[src/tctl_defines.svh]
// Register offsets, field positions, reset values and timing constants.
`ifndef TCTL_DEFINES_SVH
`define TCTL_DEFINES_SVH
// ****************************************************************
// Register byte offsets
// ****************************************************************
`define OFS_OUT_CFG 8'h00
`define OFS_MODE_CFG 8'h04
`define OFS_SP_MAIN 8'h08
`define OFS_SP_ECO 8'h0C
`define OFS_SP_HEAT 8'h10
`define OFS_TIMES 8'h14
`define OFS_STATUS 8'h18
// ****************************************************************
// Field positions
// ****************************************************************
`define MODE_CTRL_LSB 0
`define MODE_AUX_LSB 4
`define MODE_BUZ_LSB 8
`define MODE_DI0_LSB 10
`define MODE_DI1_LSB 15
`define SP_DIFF_LSB 16
`define TM_AUX_DLY_LSB 0
`define TM_AUX_TMR_LSB 8
`define TM_ERR_ON_LSB 16
`define TM_ERR_OFF_LSB 24
// ****************************************************************
// Reset values and codes
// ****************************************************************
`define RST_OUT_CFG 32'h0000FFFF
`define RST_MODE_CFG 32'h00000000
`define RST_SP 32'h00000000
`define RST_TIMES 32'h00000000
`define DI_DOOR_MIN 5'h01
`define DI_DOOR_MAX 5'h03
`define DI_AUX_CMD 5'h09
// ****************************************************************
// Timing
// ****************************************************************
`define SEC_NS 1000000000
`define CLK_PERIOD_NS 10
`endif

[src/tctl_pkg.sv]
// Types shared by the output assignment and ON/OFF control block.
package tctl_pkg;
  typedef enum logic [3:0] {
    OUT_COMP, OUT_DEFROST, OUT_FAN, OUT_AUX,
    ALM_SIL_NO, ALM_NSIL_NO, ALM_MEM_NO,
    ALM_SIL_NC, ALM_NSIL_NC, ALM_MEM_NC,
    OUT_INST_ON, OUT_HEATER, OUT_DEFROST2,
    OUT_SHOP_LIGHT, OUT_INT_LIGHT, OUT_DISABLED
  } out_fn_type;
  typedef enum logic [2:0] {
    CTRL_COOL, CTRL_HEAT, CTRL_NEUTRAL, CTRL_DUAL, CTRL_THREE
  } ctrl_mode_type;
  typedef enum logic [1:0] {
    AUX_OFF, AUX_DELAY, AUX_TOGGLE, AUX_SUCTION
  } aux_mode_type;
  typedef enum logic [1:0] {
    BUZ_OFF, BUZ_ALARM, BUZ_KEY, BUZ_BOTH
  } buz_mode_type;
  typedef enum logic {PE_ON, PE_OFF} pe_phase_type;
endpackage

[src/tctl_core.sv]
// Output assignment and ON/OFF temperature control with AHB-Lite registers.
`timescale 1ns/1ps
`default_nettype none
`include "tctl_defines.svh"

// Functional notes
// - Each of four outputs follows its own function selector.
// - Normally open alarm outputs close on alarm: silenceable, fixed, latched.
// - Inverted alarm outputs open on alarm with the same three behaviours.
// - Instrument-on output is active in ON state, inactive in stand-by.
// - Shop light output is on in Normal mode, off in Eco mode.
// - Internal light follows the open door when an input is a door sensor.
// - Heater output is the heating actuator of neutral-zone control.
// - Auxiliary mode off keeps the auxiliary output inactive.
// - Mode 1 turns auxiliary on after a delay from compressor on.
// - Mode 2 toggles auxiliary on key or input command; clock events switch.
// - Mode 2 auxiliary timer switches output off when set and expired.
// - Key or input command forces auxiliary state until next clock event.
// - Mode 3 keeps auxiliary on in control, off during defrost phases.
// - Buzzer selector: off, alarms only, keys only, or both.
// - ON/OFF control, differential positive when cooling, negative heating.
// - Neutral zone cools with compressor, heats with heater, one set point.
// - Dual mode heater uses heating set point and its own differential.
// - Turbo in dual mode gives neutral zone on the heating set point.
// - Three-mode cooling keeps cooling across Normal, Eco and Turbo.
// - Compressor protection always gates the compressor-function output.
// - Probe error cycles the compressor on and off by programmed times.
// - Error on-time off keeps it off; only off-time off keeps it on.
// - Control outputs yield to compressor and heater protection and to stand-by.
// - Input functions 1 to 3 are door sensors gating the internal light.
// - Input function 9 toggles the auxiliary output in mode 2.
module tctl_core
  import tctl_pkg::*;
#(
  parameter int unsigned TICK_CYCLES = `SEC_NS / `CLK_PERIOD_NS
) (
  input wire logic CLK_SYS_I,
  input wire logic RST_I,
  input wire logic CE_I,
  input wire logic HSEL_I,
  input wire logic [31:0] HADDR_I,
  input wire logic [1:0] HTRANS_I,
  input wire logic HWRITE_I,
  input wire logic [2:0] HSIZE_I,
  input wire logic [31:0] HWDATA_I,
  input wire logic HREADY_I,
  output logic [31:0] HRDATA_O,
  output logic HREADYOUT_O,
  output logic HRESP_O,
  input wire logic [1:0] DI_PIN_I,
  input wire logic signed [15:0] TEMP_I,
  input wire logic PROBE_ERR_I,
  input wire logic INST_ON_I,
  input wire logic ECO_I,
  input wire logic TURBO_I,
  input wire logic DEFROST_I,
  input wire logic POSTDEF_I,
  input wire logic DEFROST2_I,
  input wire logic FAN_I,
  input wire logic COMP_BLOCK_I,
  input wire logic HEAT_BLOCK_I,
  input wire logic ALARM_I,
  input wire logic SILENCE_I,
  input wire logic KEY_PRESS_I,
  input wire logic KEY_AUX_I,
  input wire logic RTC_AUX_ON_I,
  input wire logic RTC_AUX_OFF_I,
  output logic [3:0] OUT_O,
  output logic BUZZER_O
);
  // A one-second tick must be at least one cycle long.
  if (TICK_CYCLES < 1) begin : g_chk
    $error("TICK_CYCLES must be at least 1");
  end

  // ****************************************************************
  // Bus slave and configuration registers
  // ****************************************************************
  logic [31:0] out_cfg_q, out_cfg_d, mode_cfg_q, mode_cfg_d;
  logic [31:0] sp_main_q, sp_main_d, sp_eco_q, sp_eco_d;
  logic [31:0] sp_heat_q, sp_heat_d, times_q, times_d;
  logic [31:0] rdata_q, rdata_d, status;
  logic [7:0] waddr_q, waddr_d;
  logic wpend_q, wpend_d, take;

  // Zero wait states: reads are muxed at the address phase.
  assign take = HSEL_I & HTRANS_I[1] & HREADY_I;
  always_comb begin
    out_cfg_d = out_cfg_q;
    mode_cfg_d = mode_cfg_q;
    sp_main_d = sp_main_q;
    sp_eco_d = sp_eco_q;
    sp_heat_d = sp_heat_q;
    times_d = times_q;
    wpend_d = take & HWRITE_I;
    waddr_d = take ? HADDR_I[7:0] : waddr_q;
    rdata_d = rdata_q;
    if (wpend_q) begin
      case (waddr_q)
        `OFS_OUT_CFG: out_cfg_d = {16'h0000, HWDATA_I[15:0]};
        `OFS_MODE_CFG: mode_cfg_d = {12'h000, HWDATA_I[19:0]};
        `OFS_SP_MAIN: sp_main_d = HWDATA_I;
        `OFS_SP_ECO: sp_eco_d = HWDATA_I;
        `OFS_SP_HEAT: sp_heat_d = HWDATA_I;
        `OFS_TIMES: times_d = HWDATA_I;
        default: ;
      endcase
    end
    if (take & ~HWRITE_I) begin
      case (HADDR_I[7:0])
        `OFS_OUT_CFG: rdata_d = out_cfg_q;
        `OFS_MODE_CFG: rdata_d = mode_cfg_q;
        `OFS_SP_MAIN: rdata_d = sp_main_q;
        `OFS_SP_ECO: rdata_d = sp_eco_q;
        `OFS_SP_HEAT: rdata_d = sp_heat_q;
        `OFS_TIMES: rdata_d = times_q;
        `OFS_STATUS: rdata_d = status;
        default: rdata_d = 32'h00000000;
      endcase
    end
  end

  always_ff @(posedge CLK_SYS_I) begin
    if (RST_I) begin
      out_cfg_q <= `RST_OUT_CFG;
      mode_cfg_q <= `RST_MODE_CFG;
      sp_main_q <= `RST_SP;
      sp_eco_q <= `RST_SP;
      sp_heat_q <= `RST_SP;
      times_q <= `RST_TIMES;
      rdata_q <= 32'h00000000;
      waddr_q <= 8'h00;
      wpend_q <= 1'b0;
    end else if (CE_I) begin
      out_cfg_q <= out_cfg_d;
      mode_cfg_q <= mode_cfg_d;
      sp_main_q <= sp_main_d;
      sp_eco_q <= sp_eco_d;
      sp_heat_q <= sp_heat_d;
      times_q <= times_d;
      rdata_q <= rdata_d;
      waddr_q <= waddr_d;
      wpend_q <= wpend_d;
    end
  end
  assign HRDATA_O = rdata_q;
  assign HREADYOUT_O = 1'b1;
  assign HRESP_O = 1'b0;

  // ****************************************************************
  // Field decode
  // ****************************************************************
  ctrl_mode_type ctrl_mode;
  aux_mode_type aux_mode;
  buz_mode_type buz_mode;
  logic [4:0] di_fn [2];
  logic [7:0] aux_dly, aux_tmr, err_on, err_off;
  assign ctrl_mode = ctrl_mode_type'(mode_cfg_q[`MODE_CTRL_LSB +: 3]);
  assign aux_mode = aux_mode_type'(mode_cfg_q[`MODE_AUX_LSB +: 2]);
  assign buz_mode = buz_mode_type'(mode_cfg_q[`MODE_BUZ_LSB +: 2]);
  assign di_fn[0] = mode_cfg_q[`MODE_DI0_LSB +: 5];
  assign di_fn[1] = mode_cfg_q[`MODE_DI1_LSB +: 5];
  assign aux_dly = times_q[`TM_AUX_DLY_LSB +: 8];
  assign aux_tmr = times_q[`TM_AUX_TMR_LSB +: 8];
  assign err_on = times_q[`TM_ERR_ON_LSB +: 8];
  assign err_off = times_q[`TM_ERR_OFF_LSB +: 8];

  // ****************************************************************
  // Contact inputs: three-stage synchronisers with agreement filter
  // ****************************************************************
  logic [1:0] s1_q, s2_q, s3_q, di_q, di_d, dprev_q;
  logic door_open, aux_cmd;
  always_comb begin
    for (int i = 0; i < 2; i++) begin
      di_d[i] = (s2_q[i] == s3_q[i]) ? s3_q[i] : di_q[i];
    end
  end
  always_ff @(posedge CLK_SYS_I) begin
    if (RST_I) begin
      s1_q <= 2'h0;
      s2_q <= 2'h0;
      s3_q <= 2'h0;
      di_q <= 2'h0;
      dprev_q <= 2'h0;
    end else if (CE_I) begin
      s1_q <= DI_PIN_I;
      s2_q <= s1_q;
      s3_q <= s2_q;
      di_q <= di_d;
      dprev_q <= di_q;
    end
  end
  // Inputs sharing a function act as contacts in parallel.
  always_comb begin
    door_open = 1'b0;
    aux_cmd = KEY_AUX_I;
    for (int i = 0; i < 2; i++) begin
      if (di_fn[i] >= `DI_DOOR_MIN && di_fn[i] <= `DI_DOOR_MAX) begin
        door_open = door_open | di_q[i];
      end
      if (di_fn[i] == `DI_AUX_CMD) begin
        aux_cmd = aux_cmd | (di_q[i] & ~dprev_q[i]);
      end
    end
  end

  // ****************************************************************
  // Set point selection and ON/OFF comparators
  // ****************************************************************
  logic neutral, dual;
  logic signed [15:0] sp_act, df_act, sp_h, df_h;
  logic signed [16:0] t17, cool_hi, heat_lo;
  // Turbo in dual mode runs neutral zone on the heating point.
  assign dual = (ctrl_mode == CTRL_DUAL) & ~TURBO_I;
  assign neutral = (ctrl_mode == CTRL_NEUTRAL)
                 | ((ctrl_mode == CTRL_DUAL) & TURBO_I);
  always_comb begin
    if ((ctrl_mode == CTRL_DUAL) & TURBO_I) begin
      sp_act = sp_heat_q[15:0];
      df_act = sp_heat_q[31:16];
    end else if (ECO_I) begin
      sp_act = sp_eco_q[15:0];
      df_act = sp_eco_q[31:16];
    end else begin
      sp_act = sp_main_q[15:0];
      df_act = sp_main_q[31:16];
    end
    sp_h = dual ? sp_heat_q[15:0] : sp_act;
    df_h = dual ? sp_heat_q[31:16] : df_act;
  end
  assign t17 = 17'(TEMP_I);
  assign cool_hi = 17'(sp_act) + 17'(df_act);
  assign heat_lo = 17'(sp_h) - 17'(df_h);

  // ****************************************************************
  // Control state: hysteresis, seconds, probe error cycle, auxiliary
  // ****************************************************************
  logic cool_q, cool_d, heat_q, heat_d, aux_q, aux_d;
  logic tick, comp_on, heater_on, pe_out;
  logic [31:0] sec_q, sec_d;
  logic [7:0] pe_cnt_q, pe_cnt_d, aux_cnt_q, aux_cnt_d;
  pe_phase_type pe_q, pe_d;

  assign tick = sec_q == 32'(TICK_CYCLES - 1);
  // Open on-time gives off; open off-time alone gives on.
  assign pe_out = (err_on == 8'h00) ? 1'b0 :
                  (err_off == 8'h00) ? 1'b1 : (pe_q == PE_ON);
  // Overrides and standby always win over the demand.
  always_comb begin
    if (PROBE_ERR_I) begin
      comp_on = pe_out;
    end else if (ctrl_mode == CTRL_HEAT) begin
      comp_on = heat_q;
    end else begin
      comp_on = cool_q;
    end
    comp_on = comp_on & INST_ON_I & ~COMP_BLOCK_I;
    heater_on = (neutral | dual) & heat_q & INST_ON_I
              & ~PROBE_ERR_I & ~HEAT_BLOCK_I;
  end

  always_comb begin
    sec_d = tick ? 32'h00000000 : sec_q + 32'h00000001;
    cool_d = cool_q;
    heat_d = heat_q;
    if (t17 >= cool_hi) begin
      cool_d = 1'b1;
    end else if (TEMP_I <= sp_act) begin
      cool_d = 1'b0;
    end
    if (t17 <= heat_lo) begin
      heat_d = 1'b1;
    end else if (TEMP_I >= sp_h) begin
      heat_d = 1'b0;
    end
    // Probe error phases reload their time on each change.
    pe_d = pe_q;
    pe_cnt_d = pe_cnt_q;
    if (!PROBE_ERR_I) begin
      pe_d = PE_ON;
      pe_cnt_d = err_on;
    end else if (tick) begin
      if (pe_cnt_q <= 8'h01) begin
        pe_d = (pe_q == PE_ON) ? PE_OFF : PE_ON;
        pe_cnt_d = (pe_q == PE_ON) ? err_off : err_on;
      end else begin
        pe_cnt_d = pe_cnt_q - 8'h01;
      end
    end
    aux_d = aux_q;
    aux_cnt_d = aux_cnt_q;
    case (aux_mode)
      AUX_OFF: begin
        aux_d = 1'b0;
        aux_cnt_d = 8'h00;
      end
      AUX_DELAY: begin
        if (!comp_on) begin
          aux_d = 1'b0;
          aux_cnt_d = aux_dly;
        end else if (aux_cnt_q == 8'h00) begin
          aux_d = 1'b1;
        end else if (tick) begin
          aux_cnt_d = aux_cnt_q - 8'h01;
        end
      end
      AUX_TOGGLE: begin
        // A command after a clock event holds until the next event.
        if (aux_cmd) begin
          aux_d = ~aux_q;
          aux_cnt_d = aux_tmr;
        end else if (RTC_AUX_ON_I | RTC_AUX_OFF_I) begin
          aux_d = RTC_AUX_ON_I;
          aux_cnt_d = aux_tmr;
        end else if (!aux_q || aux_tmr == 8'h00) begin
          aux_cnt_d = aux_tmr;
        end else if (tick) begin
          if (aux_cnt_q <= 8'h01) begin
            aux_d = 1'b0;
          end
          aux_cnt_d = aux_cnt_q - 8'h01;
        end
      end
      AUX_SUCTION: begin
        aux_d = INST_ON_I & ~DEFROST_I & ~POSTDEF_I;
      end
      default: aux_d = 1'b0;
    endcase
  end

  always_ff @(posedge CLK_SYS_I) begin
    if (RST_I) begin
      sec_q <= 32'h00000000;
      cool_q <= 1'b0;
      heat_q <= 1'b0;
      pe_q <= PE_ON;
      pe_cnt_q <= 8'h00;
      aux_q <= 1'b0;
      aux_cnt_q <= 8'h00;
    end else if (CE_I) begin
      sec_q <= sec_d;
      cool_q <= cool_d;
      heat_q <= heat_d;
      pe_q <= pe_d;
      pe_cnt_q <= pe_cnt_d;
      aux_q <= aux_d;
      aux_cnt_q <= aux_cnt_d;
    end
  end

  // ****************************************************************
  // Alarm memory, output assignment and buzzer
  // ****************************************************************
  logic sil_q, sil_d, mem_q, mem_d, buz_q, buz_d, snd;
  logic [3:0] out_q, out_d;
  // Memory clears only by silencing once the alarm is gone.
  assign sil_d = ALARM_I & (sil_q | SILENCE_I);
  assign mem_d = ALARM_I | (mem_q & ~SILENCE_I);
  assign snd = ALARM_I & ~sil_q;

  for (genvar g = 0; g < 4; g++) begin : g_out
    always_comb begin
      case (out_fn_type'(out_cfg_q[g*4 +: 4]))
        OUT_COMP: out_d[g] = comp_on;
        OUT_DEFROST: out_d[g] = DEFROST_I;
        OUT_FAN: out_d[g] = FAN_I;
        OUT_AUX: out_d[g] = aux_q;
        ALM_SIL_NO: out_d[g] = snd;
        ALM_NSIL_NO: out_d[g] = ALARM_I;
        ALM_MEM_NO: out_d[g] = ALARM_I | mem_q;
        ALM_SIL_NC: out_d[g] = ~snd;
        ALM_NSIL_NC: out_d[g] = ~ALARM_I;
        ALM_MEM_NC: out_d[g] = ~(ALARM_I | mem_q);
        OUT_INST_ON: out_d[g] = INST_ON_I;
        OUT_HEATER: out_d[g] = heater_on;
        OUT_DEFROST2: out_d[g] = DEFROST2_I;
        OUT_SHOP_LIGHT: out_d[g] = ~ECO_I;
        OUT_INT_LIGHT: out_d[g] = door_open;
        default: out_d[g] = 1'b0;
      endcase
    end
  end

  always_comb begin
    case (buz_mode)
      BUZ_ALARM: buz_d = snd;
      BUZ_KEY: buz_d = KEY_PRESS_I;
      BUZ_BOTH: buz_d = snd | KEY_PRESS_I;
      default: buz_d = 1'b0;
    endcase
  end

  always_ff @(posedge CLK_SYS_I) begin
    if (RST_I) begin
      sil_q <= 1'b0;
      mem_q <= 1'b0;
      out_q <= 4'h0;
      buz_q <= 1'b0;
    end else if (CE_I) begin
      sil_q <= sil_d;
      mem_q <= mem_d;
      out_q <= out_d;
      buz_q <= buz_d;
    end
  end
  assign OUT_O = out_q;
  assign BUZZER_O = buz_q;
  assign status = {21'h000000, door_open, heat_q, cool_q, mem_q,
                   aux_q, buz_q, pe_q == PE_OFF, out_q};
endmodule
`default_nettype wire

[config.mk]
export PLATFORM = sky130hd
export DESIGN_NAME = tctl_core
export DESIGN_NICKNAME = d
export VERILOG_FILES = /design/src/tctl_pkg.sv /design/src/tctl_core.sv
export VERILOG_INCLUDE_DIRS = /design/src
export SDC_FILE = /design/constraint.sdc
export NUM_CORES = 1
export LEC_CHECK = 0
export ABC_AREA = 1
export BUFFER_PORTS_ARGS = -buffer_cell sky130_fd_sc_hd__buf_4
export CAP_MARGIN = 20
export CORE_MARGIN = 2
export CORE_UTILIZATION = 30
export CTS_CLUSTER_SIZE = 8
export DETAILED_ROUTE_END_ITERATION = 7
export PLACE_DENSITY = 0.5
export SYNTH_ARGS = -nofsm -noshare
export SYNTH_HDL_FRONTEND = slang
export SYNTH_SLANG_ARGS = --single-unit
export TNS_END_PERCENT = 5
[constraint.sdc]
create_clock -name CLK_SYS_I -period 6.3 [get_ports CLK_SYS_I]
set_input_delay 0.63 -clock CLK_SYS_I [delete_from_list [all_inputs] [get_ports CLK_SYS_I]]
set_output_delay 0.63 -clock CLK_SYS_I [all_outputs]
set_load 0.02 [all_outputs]
---- Word level (Yosys, flattened, before mapping) ----
Index checks and enable logic that the tools add are counted.
storage, ports and cells
  register bits ........................... 274
  input port bits ......................... 109
  output and inout port bits .............. 39
  word-level logic and storage cells ...... 257
operators by class
  $add $sub $neg .......................... 5
  magnitude comparators ................... 10
  eq/ne operators ......................... 88
  multiplexer cells ....................... 48
  bitwise operators ....................... 46
  reduce and logical (&&, ||, !) cells .... 34
operators with widths
  cell                                                   count
  case mux 32 bit (7 select lines)                       1
  equality test 4 bit, second input constant             28
  2-to-1 mux 16 bit                                      6
  2-to-1 mux 8 bit                                       10
  equality test 4 x 3 -> 1 bit, second input constant    16
  case mux 1 bit (15 select lines)                       4
  zero test 8 bit                                        6
  equality test 8 x 5 -> 1 bit, second input constant    5
  adder 32 x 1 -> 32 bit, second input constant          1
  equality test 32 x 27 -> 1 bit, second input constant  1
  equality test 4 x 2 -> 1 bit, second input constant    8
  equality test 8 x 4 -> 1 bit, second input constant    4
  2-to-1 mux 32 bit                                      1
  case mux 8 bit (3 select lines)                        1
  AND reduction 3 bit                                    8
  2-to-1 mux 1 bit                                       23
  bitwise AND 1 bit                                      19
  adder 16 x 16 -> 17 bit                                1
  greater-or-equal comparator 16 x 17 -> 1 bit           1
  <= comparator 16 x 17 -> 1 bit                         1
  inverter 1 bit                                         17
  subtractor 16 x 16 -> 17 bit                           1
  equality test 4 x 1 -> 1 bit, second input constant    4
  equality test 8 x 3 -> 1 bit, second input constant    2
  other kinds (27)                                       62

---- Logic depth before layout (Yosys ltp) ----
  depth after elaboration ................. 9
  mapped depth ............................ 31
  gate-level depth less buffers ........... 28

---- Worst setup path before layout ----
Ideal clock, no wire load.
  path type ............................... input -> register
  start ................................... input TURBO_I
  end ..................................... register heat_q
  library setup time ...................... 0.070 ns
  arrival time ............................ 4.585 ns
  required time ........................... 6.230 ns
  setup slack ............................. 1.645 ns
  stages on the path ...................... 29
  path buffers ............................ 3
  cells stage by stage .................... buf_2 nand4_2 clkbuf_1 clkbuf_1 o21ai_0 nand2_1 o21ai_0 inv_1 ha_1 inv_1 fa_1 nand3_1 nand2_1 a21oi_1 nand2_1 nand4_1 nand2_1 nand2_1 nand2_1 a31oi_1 xor2_1 ha_1 a21oi_1 o21ai_0 a221oi_1 o211ai_1 a21oi_1 o21ai_0 a21oi_1
between the ends
  word-level cells in the longest chain between the ends .. 7
  elaborated cells on any way between the ends .. 13
  those cells by class .................... 1 x add/sub; 2 x order compare; 5 x mux; 3 x bitwise; 2 x reduce/logical
RTL lines
  element                                                        line                                RTL
  from (decl)                                                    tctl_core.sv:55                     input wire logic TURBO_I,
  bitwise AND 1 bit / inverter 1 bit (equally long branches)     tctl_core.sv:218, tctl_core.sv:214
  2-to-1 mux 16 bit / bitwise AND 1 bit (equally long branches)  tctl_core.sv:218, tctl_core.sv:214
  2-to-1 mux 16 bit, on equally long branches                    tctl_core.sv:228, tctl_core.sv:229
  subtractor 16 x 16 -> 17 bit                                   tctl_core.sv:233                    assign heat_lo = 17'(sp_h) - 17'(df_h);
  <= comparator 16 x 17 -> 1 bit                                 tctl_core.sv:271                    if (t17 <= heat_lo) begin
  nonzero test 2 bit (no source line)                            n/a
  AND reduction 2 bit (no source line)                           n/a
  to (signal assigned)                                           tctl_core.sv:343                    heat_q <= heat_d;
  to (decl)                                                      tctl_core.sv:238                    logic cool_q, cool_d, heat_q, heat_d, aux_q, aux_d;
Several ways; a longest one is shown, not always the timed one.
A chain may end at the register's enable or synchronous reset.

---- Worst setup path after layout ----
  start ................................... register mode_cfg_q[1]
  end ..................................... register heat_q
between the ends
  word-level cells in the longest chain between the ends .. 8
  elaborated cells on any way between the ends .. 13
  those cells by class .................... 1 x add/sub; 2 x order compare; 1 x eq/ne; 5 x mux; 2 x bitwise; 2 x reduce/logical
RTL lines
  element                                      line                                RTL
  from (decl)                                  tctl_core.sv:79                     logic [31:0] out_cfg_q, out_cfg_d, mode_cfg_q, mode_cfg_d;
  from (signal assigned)                       tctl_core.sv:126                    mode_cfg_q <= `RST_MODE_CFG;
  from (signal assigned)                       tctl_core.sv:136                    mode_cfg_q <= mode_cfg_d;
  equality test 3 x 2 -> 1 bit (*)             tctl_core.sv:214, tctl_core.sv:218
  bitwise AND 1 bit                            tctl_core.sv:218                    if ((ctrl_mode == CTRL_DUAL) & TURBO_I) begin
  2-to-1 mux 16 bit                            tctl_core.sv:218
  2-to-1 mux 16 bit, on equally long branches  tctl_core.sv:228, tctl_core.sv:229
  subtractor 16 x 16 -> 17 bit                 tctl_core.sv:233
  <= comparator 16 x 17 -> 1 bit               tctl_core.sv:271
  nonzero test 2 bit (no source line)          n/a
  AND reduction 2 bit (no source line)         n/a
Every way passes the cells marked *; elsewhere a longest branch is shown, timed or not.

==> impl_metrics.toml <==
[sta]
fin_skew_ns = 0.0311
setup_violations = 0
tightest_slew_ns = 0.873
max_freq_ghz = 0.182
period_minus_slack_ns = 5.49
finalWorstSetupSlack_ns = 0.812
hold_viol_final = 0
tns_ns = 0
finalCritPeriodShare_pct = 87.1
rsz0062_at_grt = "no"
relSlewSlack_pct = 41.5
drv_slew = 0

[synthesis]
syn-instance-count = 2431
post_synth.cell_area_avg_um2 = 6.95
async_flop_share_pct = 0
ys_types = 65
ys_ff_latch = 274
synth_seq_area_share_pct = 32.5
synth_edf_count = 0
yosysWarnings = 0
synth_ff_type = "dfxtp_1"
syn_nets = 2642
syn_area_um2 = 16900

[grt]
overflow = 0
grt_pass1_wl_mm = 95.0
grt_pass1_vias = 16051
grt_usage_pct = 21.2
grt_max_degree = 72
antenna_found_initial = 1

[pwr]
power.leakage_nw = 7.99
ir_drop_v = 0.000167
power-per-cell-area_nw_per_um2 = 212

[clock_network]
clk_pin_slew_worst_paths_ns = 0.06
cts.sinks = 274
cts_buffers = 40
ctsHoldBuffers = 0
root_buffer = "clkbuf_16"
post_cts_buffers = 0
cts.repair.resized = 0
cts_tree = "done"
h-tree-depth = 2
cts_max_path_buffers = 3
clkLatencyLatePin_ns = 0.58

[floorplan]
core-area_um2 = 55400
dieArea_um2 = 58200
initial_utilization_pct = 30.5
die_y_um = 241
rows = 86
die_w_um = 241
num_io_pins = 148

[final_layout]
syn2layout_area_growth_pct = 15.9
fin_cells = 3255
nets = 2713
diodes = 0
register_area_um2 = 5490
multi_input_area_um2 = 9860
finish.utilization_pct = 35.3
drive_gt1_share_pct = 8.62
fillers = 5973

[routing]
vias_per_cell = 5.20
vias = 16917
drc = 0
wl_per_cell_um = 19.2
wirelength_mm = 62.4
antenna_left = 0
drt_iter0_markers = 1214
dr.pass1.iters = 5

[critical_path]
cp.depth = 26
cp_common_cell = "nand2_1"
cp.arrival_ns = 5.90
crit_fanout = 18
ff2ff_path_depth = 26
required_ns = 6.71
critPathBufInv = 1
cp_top_family = "compound AO/OA/AOI/OAI gates"
crit_slowest_cell = "dfxtp_1"
cpPeakStageDelay_ns = 0.50
worstSetupPathType = "flop to flop"
end_kind = "flop"
critPathLaunchType = "flop"

[hold_path]
hp-class = "input pin to flop"
worstHoldPathCells = 3

[place]
place.gp.congestion = 0.941
dp_slack_ns = 0.729
hpwl_mm = 47.4
dp.cells = 3206
port_buffers = 117

[run]
maxCapViolCount = 0

[outcome]
outcome = "finished, final reports clean"
-- worst paths after layout --
check,to,startpoint,slack [ns]
hold / removal,s1_q[1]$_SDFFE_PP0P_,DI_PIN_I[1],0.28
hold reg to reg,HRDATA_O[8]$_SDFFE_PP0P_,HRDATA_O[8]$_SDFFE_PP0P_,0.46
setup / recovery,heat_q$_SDFFE_PP0P_,mode_cfg_q[1]$_SDFFE_PP0P_,0.81
setup reg to reg,heat_q$_SDFFE_PP0P_,mode_cfg_q[1]$_SDFFE_PP0P_,0.81
-- sequential cells by signal, indices dropped and copies added (netlist names), 4 cells and up --
| name | count |
|---|---|
| sp_eco_q | 32 |
| waddr_q | 8 |
| mode_cfg_q | 20 |
| out_cfg_q | 16 |
| pe_cnt_q | 8 |
| OUT_O | 4 |
| HRDATA_O | 32 |
| sec_q | 32 |
| aux_cnt_q | 8 |
| times_q | 32 |
| sp_heat_q | 32 |
| sp_main_q | 32 |
-- power breakdown --
group / leakage [nW] / switching, mW / internal, mW
logic: 5.24 / 0.265 / 0.135
clock network: 0.537 / 0.823 / 1.16
registers: 2.21 / 0.0115 / 1.75
total: 7.99 / 1.10 / 3.04
-- area by class of cell --
cell class / count / area share, %
sequential: 274 / 28.0
clock inverter: 3 / 0.352
inverter: 299 / 5.73
timing repair buffer: 139 / 5.45
clock buffer: 44 / 5.29
tap: 748 / 4.78
multi-input combinational: 1748 / 50.4
-- cell usage after synthesis, drive strengths merged, types with 33 or more instances --
cell,number,area [um2]
nand2,442,1670
inv,294,1100
nor2,279,1070
dfxtp,274,5490
o21ai,189,950
a21oi,180,905
a211oi,141,1060
ha,100,1250
clkbuf,84,315
nand3,83,433
nor3,44,240
o211ai,40,300
o22ai,38,238
nand4,33,213
-- stage by stage --
stage	hold slack (ns)	area, um2	total power, mW
6_report	0.275	19600	4.14
4_1_cts	0.247	19500	4.18
2_1_floorplan	0.439	16900	2.04
5_1_grt	0.260	19600	4.30
3_5_place_dp	0.458	18400	2.19
3_3_place_gp	0.456	18400	2.19
-- layer usage --
layer  global-route usage [%]  up-vias  part of all wire, %
met2                     33.8      487                   44
met3                     3.03      102                  5.3
met1                     29.3     7840                   47
met4                     7.26        0                  2.9
li1                         -     8488                    -
met5                        0        -                    0
-- cell families after synthesis --
logic type	after synthesis	share of synthesized area, %
and+or+nand+nor	921	23.4
AOI/OAI and AO/OA	677	24.8
buffers and inverters	409	9.28
DFF	274	32.5
adders and majority gates	102	7.64
xor gates and xnor gates	43	2.23
muxes	3	0.185
other	2	0.0444
-- cells in the final DEF, fill, tap and decap left out, drive strengths merged, types with 3 or more instances in the layout --
master	n
nand2	442
inv	295
nor2	279
dfxtp	274
o21ai	189
a21oi	180
a211oi	141
buf	138
ha	100
nand3	83
clkbuf	45
nor3	44
o211ai	40
o22ai	38
nand4	33
xor2	26
nor4	21
xnor2	17
a221oi	16
o21a	13
o2111ai	12
o221ai	10
o31ai	7
clkinv	7
a21o	5
nor3b	5
nand3b	4
o21bai	4
a32o	4
or2	4
a31oi	3
a21boi	3
a22o	3
-- worst register-to-register path: stages, from the launching register on --
cell	delay (ns)
dfxtp_1	0.50
nand3_4	0.31
nor2_8	0.36
nand2_1	0.09
o21ai_0	0.26
nand2_1	0.09
o21ai_0	0.11
ha_1	0.24
inv_1	0.07
fa_1	0.40
nand3_1	0.10
nand2_1	0.08
a21oi_1	0.22
nand2_1	0.10
nand4_1	0.13
nand2_1	0.10
nand2_1	0.07
nand2_1	0.08
a31oi_1	0.18
xor2_1	0.17
ha_1	0.27
a21oi_1	0.16
o21ai_0	0.12
a221oi_1	0.34
o211ai_1	0.18
o21ai_0	0.47
a21oi_1	0.14
Power figures use the tool's default switching activity.
